`src/hdl/ubgfi_pkg.sv`:
```
// shared constants and types for the rate divider and fifo status block
package ubgfi_pkg;

  // ************
  // register map
  // ************
  // register indices; byte address is four times the index
  localparam logic [3:0] IDX_DATA = 4'h0;
  localparam logic [3:0] IDX_MASK = 4'h1;
  localparam logic [3:0] IDX_CAUSE = 4'h2;
  localparam logic [3:0] IDX_LINE_CTRL = 4'h3;
  localparam logic [3:0] IDX_LINE_STATE = 4'h5;
  localparam logic [3:0] IDX_CONFIG = 4'h8;

  // ************
  // fields
  // ************
  localparam int LCR_STOP2 = 2;
  localparam int LCR_PAREN = 3;
  localparam int LCR_DIV_SEL = 7;
  localparam int FCR_EN = 0;
  localparam int FCR_RX_CLR = 1;
  localparam int FCR_TX_CLR = 2;
  localparam int FCR_TRIG = 6;
  localparam int IMR_RDA = 0;
  localparam int IMR_TX_HOLDING_EMPTY = 1;
  localparam int IMR_LSI = 2;

  // interrupt cause codes, low nibble of the cause register
  localparam logic [3:0] CAUSE_NONE = 4'h1;
  localparam logic [3:0] CAUSE_LSI = 4'h6;
  localparam logic [3:0] CAUSE_RDA = 4'h4;
  localparam logic [3:0] CAUSE_TMO = 4'hC;
  localparam logic [3:0] CAUSE_TX_HOLDING_EMPTY = 4'h2;

  // ************
  // reset values and counts
  // ************
  localparam logic [7:0] DIV_RST = 8'h00;
  localparam logic [7:0] LCR_RST = 8'h00;
  localparam logic [3:0] IMR_RST = 4'h0;
  localparam logic [1:0] TRIG_RST = 2'h0;
  localparam logic [15:0] DIV_HS_MASK = 16'h7FFF;
  localparam logic [15:0] DIV_ZERO_PERIOD = 16'h0003;
  localparam logic [4:0] FIFO_DEPTH = 5'h10;
  localparam logic [4:0] TRIG_L0 = 5'h01;
  localparam logic [4:0] TRIG_L1 = 5'h04;
  localparam logic [4:0] TRIG_L2 = 5'h08;
  localparam logic [4:0] TRIG_L3 = 5'h0E;
  localparam logic [7:0] SAMPLES_PER_BIT = 8'h10;
  localparam logic [2:0] TMO_CHARS = 3'h4;

  // axi responses
  localparam logic [1:0] RESP_OKAY = 2'h0;
  localparam logic [1:0] RESP_SLVERR = 2'h2;

  // one received character with its error flags
  typedef struct packed {
    logic brk;
    logic frame;
    logic parity;
    logic [7:0] data;
  } ubgfi_rxchar_s;

endpackage : ubgfi_pkg

```
`src/hdl/ubgfi_uart.sv`:
```
// serial channel rate divider with fifo interrupt and polled status logic
// Functional notes
// [RULE_01] Divider divides clock by 16-bit divisor 1..65535 for 16x sampling.
// [RULE_02] Divisor held in two writable byte latches.
// [RULE_03] Writing either latch reloads the counter at once.
// [RULE_04] Divisor zero divides by three.
// [RULE_05] Divisor one follows the inverted clock; here the output stays low every cycle.
// [RULE_06] Divisor two divides by two, even duty.
// [RULE_07] Divisor three or more: low two cycles, high the rest.
// [RULE_08] Data-available cause while fill at or above trigger.
// [RULE_09] Line status cause 06 outranks data-available 04.
// [RULE_10] Data ready sets on entry, clears when empty.
// [RULE_11] Timeout: data held, no arrival, no read for 4 chars.
// [RULE_12] Character times in sample ticks, second stop included.
// [RULE_13] One read clears an active timeout and restarts it.
// [RULE_14] Arrival or read restarts the timer.
// [RULE_15] Transmit-empty cause 02; write or cause read clears.
// [RULE_16] Empty indication delayed unless two bytes were held.
// [RULE_17] Fifo enable change raises transmit interrupt at once.
// [RULE_18] Timeout ranks as data-available, fifo empty as holding-empty.
// [RULE_19] Mask bits select polling, receiver and transmitter apart.
// [RULE_20] Polled line state: ready, errors, empties, fifo errors.
// [RULE_21] Polled mode shows no trigger or timeout.
// [RULE_22] High-speed bit: divisors 32770 and 32769 run faster.
// [RULE_23] Divisor select bit 7 maps offsets 0 and 1 to latches.
// [RULE_24] Divisor latches reset to zero.
module ubgfi_uart (
  // clock, reset, enable
  input wire logic clk,
  input wire logic reset,
  input wire logic clkEn,
  // axi4-lite slave
  input wire logic [5:0] s_axi_awaddr,
  input wire logic s_axi_awvalid,
  output logic s_axi_awready,
  input wire logic [31:0] s_axi_wdata,
  input wire logic [3:0] s_axi_wstrb,
  input wire logic s_axi_wvalid,
  output logic s_axi_wready,
  output logic [1:0] s_axi_bresp,
  output logic s_axi_bvalid,
  input wire logic s_axi_bready,
  input wire logic [5:0] s_axi_araddr,
  input wire logic s_axi_arvalid,
  output logic s_axi_arready,
  output logic [31:0] s_axi_rdata,
  output logic [1:0] s_axi_rresp,
  output logic s_axi_rvalid,
  input wire logic s_axi_rready,
  // receive shifter side
  input wire logic rxCharValid,
  input wire ubgfi_pkg::ubgfi_rxchar_s rxChar,
  // transmit shifter side
  input wire logic txCharReady,
  output logic txCharValid,
  output logic [7:0] txCharData,
  input wire logic txShiftEmpty,
  // rate divider and interrupt
  output logic sampleTick,
  output logic baudOut,
  output logic irqPending
);

  // ************
  // helpers
  // ************
  // mapped register indices
  function automatic logic isMapped(input logic [3:0] idx);
    isMapped = (idx == ubgfi_pkg::IDX_DATA) || (idx == ubgfi_pkg::IDX_MASK) ||
      (idx == ubgfi_pkg::IDX_CAUSE) || (idx == ubgfi_pkg::IDX_LINE_CTRL) ||
      (idx == ubgfi_pkg::IDX_LINE_STATE) || (idx == ubgfi_pkg::IDX_CONFIG);
  endfunction : isMapped

  // effective divide period from latch value and high-speed bit
  function automatic logic [15:0] ratePeriod(input logic [15:0] dv, input logic hs);
    logic [15:0] d;
    d = hs ? (dv & ubgfi_pkg::DIV_HS_MASK) : dv;
    ratePeriod = (d == 16'h0000) ? ubgfi_pkg::DIV_ZERO_PERIOD : d;
  endfunction : ratePeriod

  // output level for a count position within a period
  function automatic logic rateLevel(input logic [15:0] cnt, input logic [15:0] per);
    if (per == 16'h0001) begin
      rateLevel = 1'b0;
    end else if (per == 16'h0002) begin
      rateLevel = (cnt == 16'h0000);
    end else begin
      rateLevel = (cnt < per - 16'h0002);
    end
  endfunction : rateLevel

  // ************
  // bus slave
  // ************
  logic awHeld, wHeld, wLane0, wrEn, wrStrobe, rdEn;
  logic [3:0] wrIdx, rdIdx;
  logic [7:0] wByte, rdByte;

  assign s_axi_awready = !awHeld && !s_axi_bvalid;
  assign s_axi_wready = !wHeld && !s_axi_bvalid;
  assign s_axi_arready = !s_axi_rvalid;
  assign wrEn = awHeld && wHeld && !s_axi_bvalid;
  assign wrStrobe = wrEn && wLane0 && isMapped(wrIdx);
  assign rdEn = s_axi_arvalid && s_axi_arready;
  assign rdIdx = s_axi_araddr[5:2];

  // write address and data capture, in either order, then response
  always_ff @(posedge clk) begin
    if (reset) begin
      awHeld <= 1'b0;
      wHeld <= 1'b0;
      wrIdx <= 4'h0;
      wByte <= 8'h00;
      wLane0 <= 1'b0;
      s_axi_bvalid <= 1'b0;
      s_axi_bresp <= ubgfi_pkg::RESP_OKAY;
    end else if (clkEn) begin
      if (s_axi_awvalid && s_axi_awready) begin
        awHeld <= 1'b1;
        wrIdx <= s_axi_awaddr[5:2];
      end
      if (s_axi_wvalid && s_axi_wready) begin
        wHeld <= 1'b1;
        wByte <= s_axi_wdata[7:0];
        wLane0 <= s_axi_wstrb[0];
      end
      if (wrEn) begin
        awHeld <= 1'b0;
        wHeld <= 1'b0;
        s_axi_bvalid <= 1'b1;
        s_axi_bresp <= isMapped(wrIdx) ? ubgfi_pkg::RESP_OKAY : ubgfi_pkg::RESP_SLVERR;
      end else if (s_axi_bready) begin
        s_axi_bvalid <= 1'b0;
      end
    end
  end

  // read data capture and hold until taken
  always_ff @(posedge clk) begin
    if (reset) begin
      s_axi_rvalid <= 1'b0;
      s_axi_rdata <= 32'h00000000;
      s_axi_rresp <= ubgfi_pkg::RESP_OKAY;
    end else if (clkEn) begin
      if (rdEn) begin
        s_axi_rvalid <= 1'b1;
        s_axi_rdata <= {24'h000000, rdByte};
        s_axi_rresp <= isMapped(rdIdx) ? ubgfi_pkg::RESP_OKAY : ubgfi_pkg::RESP_SLVERR;
      end else if (s_axi_rready) begin
        s_axi_rvalid <= 1'b0;
      end
    end
  end

  // ************
  // control registers
  // ************
  logic [7:0] divLo, divHi, lineCtrl;
  logic [3:0] intMask;
  logic fifoEn, hsSel, divSel, divWrite, thrWrite, fcrWrite, fifoToggle;
  logic [1:0] trigSel;
  logic [15:0] next_div;

  // [RULE_23] divisor access select
  assign divSel = lineCtrl[ubgfi_pkg::LCR_DIV_SEL];
  assign divWrite = wrStrobe && divSel &&
    (wrIdx == ubgfi_pkg::IDX_DATA || wrIdx == ubgfi_pkg::IDX_MASK);
  assign thrWrite = wrStrobe && !divSel && wrIdx == ubgfi_pkg::IDX_DATA;
  assign fcrWrite = wrStrobe && wrIdx == ubgfi_pkg::IDX_CAUSE;
  assign fifoToggle = fcrWrite && (wByte[ubgfi_pkg::FCR_EN] != fifoEn);
  assign next_div = (wrIdx == ubgfi_pkg::IDX_DATA) ? {divHi, wByte} : {wByte, divLo};

  // software-written registers
  always_ff @(posedge clk) begin
    if (reset) begin
      // [RULE_24] divisor reset value
      divLo <= ubgfi_pkg::DIV_RST;
      divHi <= ubgfi_pkg::DIV_RST;
      lineCtrl <= ubgfi_pkg::LCR_RST;
      intMask <= ubgfi_pkg::IMR_RST;
      fifoEn <= 1'b0;
      trigSel <= ubgfi_pkg::TRIG_RST;
      hsSel <= 1'b0;
    end else if (clkEn && wrStrobe) begin
      // [RULE_02] separate byte latches
      if (divWrite) begin
        divLo <= next_div[7:0];
        divHi <= next_div[15:8];
      end
      if (!divSel && wrIdx == ubgfi_pkg::IDX_MASK) begin
        intMask <= wByte[3:0];
      end
      if (fcrWrite) begin
        fifoEn <= wByte[ubgfi_pkg::FCR_EN];
        trigSel <= wByte[ubgfi_pkg::FCR_TRIG +: 2];
      end
      if (wrIdx == ubgfi_pkg::IDX_LINE_CTRL) begin
        lineCtrl <= wByte;
      end
      if (wrIdx == ubgfi_pkg::IDX_CONFIG) begin
        hsSel <= wByte[0];
      end
    end
  end

  // ************
  // rate divider
  // ************
  logic [15:0] divCnt, period, next_divCnt;
  logic tick;

  // [RULE_22] high-speed bit folds the top divisor bit away
  assign period = ratePeriod({divHi, divLo}, hsSel);
  assign tick = (divCnt == 16'h0000);
  assign sampleTick = tick && clkEn;

  // [RULE_01] count down the period, tick at zero
  always_comb begin
    if (divWrite) begin
      // [RULE_03] immediate reload on latch write
      next_divCnt = ratePeriod(next_div, hsSel) - 16'h0001;
    end else if (tick || divCnt >= period) begin
      next_divCnt = period - 16'h0001;
    end else begin
      next_divCnt = divCnt - 16'h0001;
    end
  end

  // [RULE_04] [RULE_05] [RULE_06] [RULE_07] output shape per period
  always_ff @(posedge clk) begin
    if (reset) begin
      divCnt <= 16'h0000;
      baudOut <= 1'b0;
    end else if (clkEn) begin
      divCnt <= next_divCnt;
      baudOut <= rateLevel(next_divCnt, divWrite ? ratePeriod(next_div, hsSel) : period);
    end
  end

  // ************
  // character time
  // ************
  logic [3:0] charBits;
  logic [7:0] charTicks, threDelay;
  logic [10:0] tmoLimit;

  // [RULE_12] start, data, parity and all stop bits, in sample ticks
  assign charBits = 4'h7 + {2'h0, lineCtrl[1:0]} + {3'h0, lineCtrl[ubgfi_pkg::LCR_PAREN]} +
    {3'h0, lineCtrl[ubgfi_pkg::LCR_STOP2]};
  assign charTicks = 8'(charBits * 8'(ubgfi_pkg::SAMPLES_PER_BIT));
  assign tmoLimit = 11'(charTicks * 11'(ubgfi_pkg::TMO_CHARS));
  assign threDelay = charTicks - ubgfi_pkg::SAMPLES_PER_BIT;

  // ************
  // receive fifo
  // ************
  ubgfi_pkg::ubgfi_rxchar_s rxMem [16];
  logic [3:0] rxWr, rxRd;
  logic [4:0] rxCount, errCount, trigLevel;
  logic rxClear, rxPush, rxPop, overrun;
  logic [2:0] topErr;

  assign rxClear = fcrWrite && (wByte[ubgfi_pkg::FCR_RX_CLR] || fifoToggle);
  assign rxPush = rxCharValid && !rxClear &&
    (rxCount < (fifoEn ? ubgfi_pkg::FIFO_DEPTH : 5'h01));
  assign rxPop = rdEn && rdIdx == ubgfi_pkg::IDX_DATA && !divSel && rxCount != 5'h00 && !rxClear;
  assign topErr = (rxCount != 5'h00) ?
    {rxMem[rxRd].brk, rxMem[rxRd].frame, rxMem[rxRd].parity} : 3'h0;

  // storage, pointers and error count
  always_ff @(posedge clk) begin
    if (reset) begin
      rxWr <= 4'h0;
      rxRd <= 4'h0;
      rxCount <= 5'h00;
      errCount <= 5'h00;
    end else if (clkEn) begin
      if (rxClear) begin
        rxWr <= 4'h0;
        rxRd <= 4'h0;
        rxCount <= 5'h00;
        errCount <= 5'h00;
      end else begin
        if (rxPush) begin
          rxMem[rxWr] <= rxChar;
          rxWr <= rxWr + 4'h1;
        end
        if (rxPop) begin
          rxRd <= rxRd + 4'h1;
        end
        rxCount <= rxCount + {4'h0, rxPush} - {4'h0, rxPop};
        errCount <= errCount + {4'h0, rxPush && (rxChar.brk || rxChar.frame || rxChar.parity)}
          - {4'h0, rxPop && (topErr != 3'h0)};
      end
    end
  end

  // overrun when a character finds no room; set wins over clear
  always_ff @(posedge clk) begin
    if (reset) begin
      overrun <= 1'b0;
    end else if (clkEn) begin
      if (rxCharValid && !rxPush && !rxClear) begin
        overrun <= 1'b1;
      end else if (rdEn && rdIdx == ubgfi_pkg::IDX_LINE_STATE) begin
        overrun <= 1'b0;
      end
    end
  end

  // ************
  // receive timeout
  // ************
  logic [10:0] tmoCnt;
  logic tmoFlag;

  // timer counts sample ticks while characters wait unread
  always_ff @(posedge clk) begin
    if (reset) begin
      tmoCnt <= 11'h000;
      tmoFlag <= 1'b0;
    end else if (clkEn) begin
      // [RULE_14] arrival or read restarts the timer
      if (rxClear || rxPush || rxPop || rxCount == 5'h00) begin
        tmoCnt <= 11'h000;
      end else if (tick && !tmoFlag && tmoCnt < tmoLimit) begin
        tmoCnt <= tmoCnt + 11'h001;
      end
      // [RULE_13] one read clears an active timeout
      if (rxClear || rxPop || rxCount == 5'h00) begin
        tmoFlag <= 1'b0;
      // [RULE_11] stored data, no arrival, no read for four characters
      end else if (fifoEn && tmoCnt >= tmoLimit) begin
        tmoFlag <= 1'b1;
      end
    end
  end

  // ************
  // transmit fifo
  // ************
  logic [7:0] txMem [16];
  logic [3:0] txWr, txRd;
  logic [4:0] txCount;
  logic txClear, txPush, txPop;

  assign txClear = fcrWrite && (wByte[ubgfi_pkg::FCR_TX_CLR] || fifoToggle);
  assign txPush = thrWrite && !txClear &&
    (txCount < (fifoEn ? ubgfi_pkg::FIFO_DEPTH : 5'h01));
  assign txCharValid = (txCount != 5'h00);
  assign txPop = txCharValid && txCharReady && !txClear;
  assign txCharData = txMem[txRd];

  // storage and pointers; writes to a full fifo are dropped
  always_ff @(posedge clk) begin
    if (reset) begin
      txWr <= 4'h0;
      txRd <= 4'h0;
      txCount <= 5'h00;
    end else if (clkEn) begin
      if (txClear) begin
        txWr <= 4'h0;
        txRd <= 4'h0;
        txCount <= 5'h00;
      end else begin
        if (txPush) begin
          txMem[txWr] <= wByte;
          txWr <= txWr + 4'h1;
        end
        if (txPop) begin
          txRd <= txRd + 4'h1;
        end
        txCount <= txCount + {4'h0, txPush} - {4'h0, txPop};
      end
    end
  end

  // ************
  // transmit empty interrupt
  // ************
  logic threIrq, txTwo, dlyActive, lastOut, threSet, threClr;
  logic [7:0] dlyCnt;
  logic [3:0] cause;

  assign lastOut = txPop && txCount == 5'h01 && !txPush;
  // [RULE_16] immediate only when two bytes were held or in non-fifo mode
  // [RULE_17] fifo enable change raises it at once
  assign threSet = (lastOut && (txTwo || !fifoEn)) || fifoToggle ||
    (dlyActive && dlyCnt >= threDelay);
  // [RULE_15] cleared by holding write or by reading it as the cause
  assign threClr = thrWrite ||
    (rdEn && rdIdx == ubgfi_pkg::IDX_CAUSE && cause == ubgfi_pkg::CAUSE_TX_HOLDING_EMPTY);

  // flag, two-byte history and delay timer; set wins over clear for the flag and history, stop wins over start for the timer
  always_ff @(posedge clk) begin
    if (reset) begin
      threIrq <= 1'b0;
      txTwo <= 1'b0;
      dlyActive <= 1'b0;
      dlyCnt <= 8'h00;
    end else if (clkEn) begin
      if (threSet) begin
        threIrq <= 1'b1;
      end else if (threClr) begin
        threIrq <= 1'b0;
      end
      if (txCount >= 5'h02) begin
        txTwo <= 1'b1;
      end else if (threSet) begin
        txTwo <= 1'b0;
      end
      if (threSet || txPush || txClear) begin
        dlyActive <= 1'b0;
      end else if (lastOut) begin
        dlyActive <= 1'b1;
        dlyCnt <= 8'h00;
      end else if (dlyActive && tick) begin
        dlyCnt <= dlyCnt + 8'h01;
      end
    end
  end

  // ************
  // cause and line state
  // ************
  logic lsiPend, rdaPend, tmoPend, threPend;
  logic [7:0] lineState;

  // trigger level from the fifo control selection
  always_comb begin
    case (trigSel)
      2'h0: trigLevel = ubgfi_pkg::TRIG_L0;
      2'h1: trigLevel = ubgfi_pkg::TRIG_L1;
      2'h2: trigLevel = ubgfi_pkg::TRIG_L2;
      default: trigLevel = ubgfi_pkg::TRIG_L3;
    endcase
  end

  // [RULE_19] each source gated by its mask bit, timeout by the data-available bit
  // [RULE_21] masked receive shows no trigger or timeout
  assign lsiPend = intMask[ubgfi_pkg::IMR_LSI] && (overrun || topErr != 3'h0);
  // [RULE_08] fill at or above trigger
  assign rdaPend = intMask[ubgfi_pkg::IMR_RDA] &&
    (fifoEn ? (rxCount >= trigLevel) : (rxCount != 5'h00));
  assign tmoPend = intMask[ubgfi_pkg::IMR_RDA] && tmoFlag;
  assign threPend = intMask[ubgfi_pkg::IMR_TX_HOLDING_EMPTY] && threIrq;

  // [RULE_09] [RULE_18] fixed priority of causes
  always_comb begin
    if (lsiPend) begin
      cause = ubgfi_pkg::CAUSE_LSI;
    end else if (rdaPend) begin
      cause = ubgfi_pkg::CAUSE_RDA;
    end else if (tmoPend) begin
      cause = ubgfi_pkg::CAUSE_TMO;
    end else if (threPend) begin
      cause = ubgfi_pkg::CAUSE_TX_HOLDING_EMPTY;
    end else begin
      cause = ubgfi_pkg::CAUSE_NONE;
    end
  end

  assign irqPending = (cause != ubgfi_pkg::CAUSE_NONE);

  // [RULE_10] [RULE_20] line state bits
  assign lineState = {fifoEn && errCount != 5'h00, txCount == 5'h00 && txShiftEmpty,
    txCount == 5'h00, topErr, overrun, rxCount != 5'h00};

  // read value by index
  always_comb begin
    case (rdIdx)
      ubgfi_pkg::IDX_DATA: rdByte = divSel ? divLo : rxMem[rxRd].data;
      ubgfi_pkg::IDX_MASK: rdByte = divSel ? divHi : {4'h0, intMask};
      ubgfi_pkg::IDX_CAUSE: rdByte = {fifoEn, fifoEn, 2'h0, cause};
      ubgfi_pkg::IDX_LINE_CTRL: rdByte = lineCtrl;
      ubgfi_pkg::IDX_LINE_STATE: rdByte = lineState;
      ubgfi_pkg::IDX_CONFIG: rdByte = {7'h00, hsSel};
      default: rdByte = 8'h00;
    endcase
  end

endmodule : ubgfi_uart

```
`config.mk`:
```
export PLATFORM = sky130hd
export DESIGN_NAME = ubgfi_uart
export DESIGN_NICKNAME = d
export VERILOG_FILES = /design/src/hdl/ubgfi_pkg.sv /design/src/hdl/ubgfi_uart.sv
export SDC_FILE = /design/constraint.sdc
export NUM_CORES = 1
export LEC_CHECK = 0
export ABC_CLOCK_PERIOD_IN_PS = 10200
export BUFFER_PORTS_ARGS = -buffer_cell sky130_fd_sc_hd__buf_4
export CORE_MARGIN = 1
export CORE_UTILIZATION = 60
export CTS_CLUSTER_DIAMETER = 80
export CTS_CLUSTER_SIZE = 24
export DETAILED_ROUTE_END_ITERATION = 8
export HOLD_SLACK_MARGIN = 0.02
export PLACE_DENSITY = 0.91
export SLEW_MARGIN = 20
export SYNTH_ARGS = -nofsm -noshare
export SYNTH_HDL_FRONTEND = slang
export SYNTH_SLANG_ARGS = --single-unit
```
`constraint.sdc`:
```
create_clock -name clk -period 10.2 [get_ports clk]
set_input_delay 2.55 -clock clk [delete_from_list [all_inputs] [get_ports clk]]
set_output_delay 2.55 -clock clk [all_outputs]
set_load 0.005 [all_outputs]
```
=== Word level (Yosys, flattened, before mapping) ===
Memory sizes are Yosys's and may differ from the RTL's. A register that Yosys moved wholly into a read port is not among the register bits.
Cells that the tools add are included.

* Bits in registers: 133
* Memory bits (writable): 304
* Bits of input ports: 70
* Output and inout port bits: 53
* Word-level logic and storage cells: 294
* Memories kept: 2

* Add/sub/neg operators: 20
* Magnitude comparators: 9
* Equality and inequality tests: 18
* Muxes and demuxes: 70
* Bitwise logic cells: 1
* Reduce and logical (&&, ||, !) cells: 141

{| class="wikitable"
|+ Memory list
! name !! words !! bits a word !! rd ports !! clocked after memory_dff !! wr ports !! line !! RTL
|-
| rxMem || 16 || 11 || 1 || 1 || 1 || ubgfi_uart.sv:257 || <nowiki>ubgfi_pkg::ubgfi_rxchar_s rxMem [16];</nowiki>
|-
| txMem || 16 || 8 || 1 || 1 || 1 || ubgfi_uart.sv:342 || <nowiki>logic [7:0] txMem [16];</nowiki>
|}

{| class="wikitable"
|+ Operator list
! operator !! number
|-
| 2-to-1 mux 16 bit || 8
|-
| zero test 16 bit || 4
|-
| 2-to-1 mux 4 bit || 15
|-
| logical AND 1 bit || 51
|-
| case mux 8 bit (6 select lines) || 1
|-
| subtractor 16 x 1 -> 16 bit (second input constant) || 3
|-
| AND reduction 2 bit || 23
|-
| 2-to-1 mux 8 bit || 4
|-
| 2-to-1 mux 1 bit || 31
|-
| nonzero test 2 bit || 15
|-
| logical OR 1 bit || 27
|-
| 2-to-1 mux 11 bit || 2
|-
| equality test 4 x 2 -> 1 bit (second input constant) || 5
|-
| 2-to-1 mux 5 bit || 4
|-
| adder 4 x 1 -> 4 bit (second input constant) || 4
|-
| equality test 16 x 1 -> 1 bit (second input constant) || 1
|-
| equality test 16 x 2 -> 1 bit (second input constant) || 1
|-
| >= comparator 16 bit || 1
|-
| < comparator 16 bit || 1
|-
| subtractor 16 x 2 -> 16 bit (second input constant) || 1
|-
| adder 5 x 1 -> 5 bit || 3
|-
| nonzero test 5 bit || 3
|-
| subtractor 5 x 1 -> 5 bit || 3
|-
| case mux 4 bit (3 select lines) || 1
|-
| 28 further kinds || 47
|}

=== Logic depth before layout (Yosys ltp) ===
Gate-level depths: netlist (run 1).

* Word-level depth: 23
* Mapped depth: 26
* Mapped depth without buffers: 26

=== Worst setup path after synthesis (run 1) ===
No wires, ideal clock.

* Path type: input to register
* From: in s_axi_araddr[3]
* To: reg errCount[4]
* Library setup time: 0.124 ns
* Arrival: 5.294 ns
* Setup slack: 4.782 ns
* Stages: 16
* Buffers on the path: 1
* Cells stage by stage: nor3_1 nand2b_1 clkbuf_1 or4_1 nor2b_1 and2_1 ha_1 inv_1 ha_1 fa_1 a21oi_1 o21bai_1 xnor2_1 nor2_1 o21ai_0 o21ai_0

* Cells in the longest elaborated chain, start to end: 8

{| class="wikitable"
|+ RTL lines
! item !! line !! RTL
|-
| from (decl) || ubgfi_uart.sv:43 || <nowiki>input wire logic [5:0] s_axi_araddr,</nowiki>
|-
| zero test 4 bit || ubgfi_uart.sv:266 || <nowiki>assign rxPop = rdEn && rdIdx == ubgfi_pkg::IDX_DATA && !divSel && rxCount != 5'h00 && !rxClear;</nowiki>
|-
| logical AND 1 bit (4 in series) || ubgfi_uart.sv:266 ||
|-
| logical AND 1 bit || ubgfi_uart.sv:293 || <nowiki>- {4'h0, rxPop && (topErr != 3'h0)};</nowiki>
|-
| subtractor 5 x 1 -> 5 bit || ubgfi_uart.sv:293 ||
|-
| 2-to-1 mux 5 bit || ubgfi_uart.sv:278 || <nowiki>if (rxClear) begin</nowiki>
|-
| to (signal assigned) || ubgfi_uart.sv:292 || <nowiki>errCount <= errCount + {4'h0, rxPush && (rxChar.brk || rxChar.frame || rxChar.parity)}</nowiki>
|-
| to (decl) || ubgfi_uart.sv:259 || <nowiki>logic [4:0] rxCount, errCount, trigLevel;</nowiki>
|}

No other way between the ends.
A chain may end at the register's enable or synchronous reset.

==> results of run 1 <==
## synthesized netlist by cell type (all sizes together) (6+ instances only)
library cell / number
a211oi: 12
nand3: 23
xnor2: 29
a22oi: 12
nor4: 22
nor2b: 9
mux2: 7
or2: 8
o31ai: 8
nor3: 28
mux4: 95
xor2: 34
nor2: 180
a22o: 10
a21o: 14
clkbuf: 46
o21a: 8
dfxtp: 139
nand4b: 6
o21ai: 52
a21oi: 88
nand2: 144
ha: 91
or3: 7
inv: 78
edfxtp: 304
and2: 10
nand2b: 17
nand4: 21
buf: 51
and3: 8
mux2i: 45
a31oi: 13
or4: 6
## registers in the layout (all words and copies together), names as in the netlist, 2 cells and up, named ones only
register and count:
wrIdx 4, txCount 5, dlyCnt 8, rxRd 4
trigSel 2, rxWr 4, rxCount 5, divHi 8
tmoCnt 11, txMem 128, txRd 4, rxMem 176
divLo 8, divCnt 16, lineCtrl 8, wByte 8
errCount 5, intMask 4, txWr 4, s_axi_rdata 8
## power by group through the flow
| stage | sequential, uW | combinational [uW] | clock [uW] |
|---|---|---|---|
| global placement | 2110 | 1710 | 0 |
| global route | 2080 | 1960 | 1160 |
| finish | 2070 | 1790 | 1100 |
| floorplan | 2060 | 1300 | 0 |
| detailed placement | 2110 | 1740 | 0 |
| CTS | 2070 | 1760 | 1100 |
## cells in the final DEF (no fill, tap or decap), drive strengths merged, types with 12 or more instances in the layout
cell,Yosys,routed
ha,91,91
o21ai,52,52
edfxtp,304,304
nand3,23,23
mux2i,45,45
a31oi,13,13
nor4,22,22
a21o,14,14
conb,1,26
nor3,28,28
clkbuf,46,38
a21oi,88,88
nand4,21,21
nand2,144,144
inv,78,83
a22oi,12,12
buf,51,92
mux4,95,95
nor2,180,180
a211oi,12,12
dfxtp,139,139
xor2,34,34
nand2b,17,17
xnor2,29,29
## layout make-up
class	count	area share
tap	455	0.0246
inverter	79	0.0128
clock inverter	8	0.00513
sequential	443	0.515
clock buffer	38	0.0291
multi-input combinational	1114	0.384
timing repair buffer	92	0.0298
## through the flow
step,std cells,hold WS [ns],power (uW),area (sq um),utilization
after floorplan,1733,0.438,3360,21500,-
after global placement,2183,0.452,3810,22300,0.640
after detailed placement,2183,0.461,3850,22300,0.640
after CTS,2229,0.488,4930,23100,0.663
after global routing,2229,0.519,5200,23200,0.664
final,2229,0.487,4970,23200,0.664
## logic make-up after synthesis
logic type,Yosys count
compound gates,276
xor+xnor,63
fa+ha+maj,95
buf+inv,176
flops,443
mux,147
other cells,1
simple gates,507
## routing by layer
layer / vias up / routed length, um / global-route usage
met3: 226 / 5810 / 0.0639
li1: 6431 / - / -
met5: - / 0 / 0
met1: 7177 / 21800 / 0.420
met2: 953 / 27600 / 0.526
met4: 0 / 3040 / 0.152
## final timing paths
path	cells past startpoint	end	from	slack [ns]
worst min-delay path	2	rxCount[3]	rxCount[3]	0.49
worst max-delay path	9	irqPending	flip-flop	3.65
worst min register to register	2	rxCount[3]	rxCount[3]	0.49
worst max register to register	26	baudOut	divLo[3]	3.74
## critical path: stages (launching register included)
cell and delay (ns):
dfxtp_2 0.34, buf_4 0.67, mux4_2 0.63, mux4_2 0.52, nor3_1 0.22, nor2_1 0.09, o21a_1 0.22, a211o_1 0.32
nand2b_1 0.24, buf_4 0.18
==> flow_summary.toml, run 1 <==
[synth]
ys_seq_area_frac = 0.556
ys_ff_latch = 443
syn_area_sq_um = 21400
synthMuxAreaShare = 0.125
post_synth_num_cell_types = 91
synth_top_area_cell = "edfxtp_1"
synth-simple-area-share = 0.115
synth.avg_cell_area_sq_um = 12.6
synth_fa_ha_area_frac = 0.0568
synth_xor_area_frac = 0.0257
syn_inst = 1708
yosysTopAreaCellShare = 0.426
yosysWarningCount = 0
async_reset_ff_frac = 0
synth_top_family_by_area = "multiplexers"
synth_flop_cell = "edfxtp_1"
synth_compound_area_frac = 0.0860
ys_top_cells_by_area = "edfxtp_1 (43%), dfxtp_1 (13%), mux4_2 (10%)"
synth_edf_count = 304

[timing]
setup_viol = 0
layout_setup_ws_ns = 3.65
relSlewSlack = 0.210
worst_slew_pin_slew_ns = 1.17
tns_ns = 0
hold_viol = 0
period_share = 0.642
slew_violations = 0
skew_ns = 0.0322
rsz0062_at_grt = "false"
fmax_mhz = 153
fin_crit_ns = 6.55

[worst_setup_path]
worstPathRequired_ns = 7.65
cp_max_fo = 44
critPathArrivalTime_ns = 4.00
crit_path_end_kind = "primary output"
path_class = "flip-flop to primary output"
start_kind = "flip-flop"

[grt]
grt_pass1_wl_mm = 88.3
grt_max_degree = 56
grt.total_usage = 0.324
antenna_found_initial = 0
overflow = 0
grt_pass1_vias = 14800

[route]
drc = 0
dr_total_vias = 14800
drt_pass1_iterations = 6
first_iter_violations = 1973
wire_per_inst_um = 26.1
finalWirelength_mm = 58.3
final_antenna_net_count = 0
viasPerCell = 6.63

[power]
seq_power_share = 0.417
power_switching_share = 0.352
p_leak_uw = 0.00817
worst_ir_drop_vdd_mv = 0.172
power.density_nw_per_um2 = 214
clkPwrFrac = 0.221
pwr-share-comb = 0.361
p_int_uw = 3220
power_switching_uw = 1750

[clock_network]
tritoncts = "built"
cts_made_buffers = 25
root_buffer = "clkbuf_16"
clk_latency_ns = 0.57
cts_setup_buffers = 0
postCtsResizedCells = 0
cts_sinks = 443
htree_levels = 1
cts_hold_buf = 0
cts_buffer_depth = 3
path_clk_slew_ns = 0.09

[die]
coreArea_sq_um = 34900
rows = 68
die_w_um = 191
die_y_um = 191
start_util = 0.615
io_pins = 123
dieArea_sq_um = 36500

[job]
max_cap_violations = 0

[cells_and_area]
drive_gt1_frac = 0.154
nNetsFinal = 1920
diodes = 0
syn_to_final_growth_pct = 8.05
seq_area_sq_um = 11900
fillers = 2323
multi_input_area_sq_um = 8900

[place]
port_buffers = 65
dp_slack_ns = 3.87
hpwl_mm = 40.2
gp_congestion = 1.02

[run_status]
status = "finished, final reports clean"

[min_path]
hp-class = "flip-flop to flip-flop"
Note: power is estimated with default switching activity, not from simulation.
==> inputs of run 2 (changes only) <==
Settings changed: ABC_CLOCK_PERIOD_IN_PS 10200 to 6680.
Clock period 10.2 ns to 6.68 ns, I/O delays scaled along.
==> run 2 against run 1 <==
  * Sequential power up 52%
  * Cell count is 0.13% lower
  * Non-clock buffer count increased by 1
  * Hold slack lost 0.0046 ns
  * Largest power group unchanged
  * Largest cell class unchanged
  * Combinational power up 56%
  * Die area did not move
  * Sequential share of layout area increased by 0.24 points
  * Via count rose by 1.8%
  * Utilization fell by 0.30 points
  * Total power is 51% higher
  * Flip-flop and latch count unchanged
==> flow_summary.toml, run 2 (synthesis results as in run 1) <==
[clock_network]
cts_buffer_depth = 3
cts_setup_buffers = 0
clk_latency_ns = 0.57
path_clk_slew_ns = 0.11
cts_hold_buf = 0
htree_levels = 1
postCtsResizedCells = 0
cts_made_buffers = 23
root_buffer = "clkbuf_16"
cts_sinks = 443
tritoncts = "built"

[cells_and_area]
largest_register = "rxMem"
syn_to_final_growth_pct = 7.56
diodes = 0
largest_reg_flops = 176
nNetsFinal = 1919
top_regs = "rxMem: 176 flops, txMem: 128 flops, divCnt: 16 flops"
layout_common_cells = "edfxtp_1 (304), nor2_1 (176), nand2_1 (144)"
drive_gt1_frac = 0.152
layout_commonest_cell = "edfxtp_1"
final_area_sq_um = 23100

[timing]
fmax_mhz = 162
relSlewSlack = 0.196
rsz0062_at_grt = "false"
setup_viol = 0
slew_violations = 0
skew_ns = 0.0225
worst_slew_pin_slew_ns = 1.20
tns_ns = 0
period_share = 0.925
timing.hold.ws_ns = 0.482
layout_setup_ws_ns = 0.501
fin_crit_ns = 6.18
hold_viol = 0

[place]
port_buffers = 65
dpl_cell_area_sq_um = 22300
gp_congestion = 1.01
dp_slack_ns = 0.707
hpwl_mm = 40.9

[route]
first_iter_violations = 1955
dr_total_vias = 15000
drc = 0
finalWirelength_mm = 59.1
viasPerCell = 6.76
wire_per_inst_um = 26.6
final_antenna_net_count = 0
drt_pass1_iterations = 6

[die]
dieArea_sq_um = 36500
die_w_um = 191
coreArea_sq_um = 34900
rows = 68
die_y_um = 191
start_util = 0.615
io_pins = 123

[worst_setup_path]
path_cells = "or3_1, or4_1, o21ba_2, ha_1, nor2b_1, o211a_1, o31ai_1, nand3_1, a31oi_1, nand3_2, nor4_4, o21bai_1, ha_1, a21o_1, a21o_1, a21o_1, a21oi_1, nor2b_1, o21ai_0, nand2b_1, a21oi_1, a22oi_1, o31ai_2"
start_kind = "flip-flop"
cp_slowest_cell = "o31ai_1"
worstPathRequired_ns = 7.16
critPathArrivalTime_ns = 6.66
crit_path_end_kind = "flip-flop"
worst-path-buf-inv = 0
cp_max_fo = 8
path_class = "flip-flop to flip-flop"
crit_top_cell = "a21o_1"
crit_path_max_incr_delay_ns = 0.55
cp_top_family = "compound AO/OA/AOI/OAI gates"

[grt]
grt.total_usage = 0.326
grt_pass1_wl_mm = 88.5
overflow = 0
grt_max_degree = 51
grt_pass1_vias = 14900
antenna_found_initial = 0

[run_status]
status = "finished, final reports clean"

[power]
worst_ir_drop_vdd_mv = 0.364
p_leak_uw = 0.00812
total_power_uw = 7490
power.density_nw_per_um2 = 325

[min_path]
hp-class = "flip-flop to flip-flop"

[job]
max_cap_violations = 0
[run 2: final timing paths]
kind	from	endpoint	slack, ns	cells past startpoint
max	divLo[4]	baudOut	0.50	23
min	s_axi_rdata[0]	s_axi_rdata[0]	0.48	2
max reg2reg	divLo[4]	baudOut	0.50	23
min reg2reg	s_axi_rdata[0]	s_axi_rdata[0]	0.48	2
[run 2: through the flow]
| stage | cells | utilization |
|---|---|---|
| 3_5_place_dp | 2184 | 0.641 |
| 2_1_floorplan | 1733 | - |
| 3_3_place_gp | 2184 | 0.640 |
| 6_report | 2226 | 0.661 |
| 5_1_grt | 2226 | 0.661 |
| 4_1_cts | 2226 | 0.660 |
[run 2: worst reg2reg max path, cell delays in order, from the launching register on]
cell	delay (ns)
dfxtp_1	0.43
or3_1	0.42
or4_1	0.54
o21ba_2	0.25
ha_1	0.29
nor2b_1	0.14
o211a_1	0.21
o31ai_1	0.55
nand3_1	0.35
a31oi_1	0.40
nand3_2	0.22
nor4_4	0.41
o21bai_1	0.27
ha_1	0.32
a21o_1	0.18
a21o_1	0.17
a21o_1	0.17
a21oi_1	0.13
nor2b_1	0.06
o21ai_0	0.15
nand2b_1	0.10
a21oi_1	0.17
a22oi_1	0.10
o31ai_2	0.07
[run 2: cell type report]
| cell class | instances | area, sq um |
|---|---|---|
| fill | 2360 | 11800 |
| clock buffer | 36 | 624 |
| timing repair buffer | 93 | 698 |
| tap | 455 | 569 |
| clock inverter | 6 | 56.3 |
| inverter | 79 | 297 |
| sequential | 443 | 11900 |
| multi-input combinational | 1114 | 8890 |
[run 2: where the power goes]
group,leakage (uW),switching (uW),internal (uW)
Sequential,0.00397,128,3020
Clock,0.000327,880,664
Combinational,0.00382,1630,1170
[run 2: routing by layer]
layer / GRT usage / up-vias / part of all wire
met4: 0.162 / 0 / 0.055
met3: 0.0659 / 256 / 0.10
li1: - / 6416 / -
met2: 0.530 / 1055 / 0.47
met1: 0.417 / 7320 / 0.37
met5: 0 / - / 0
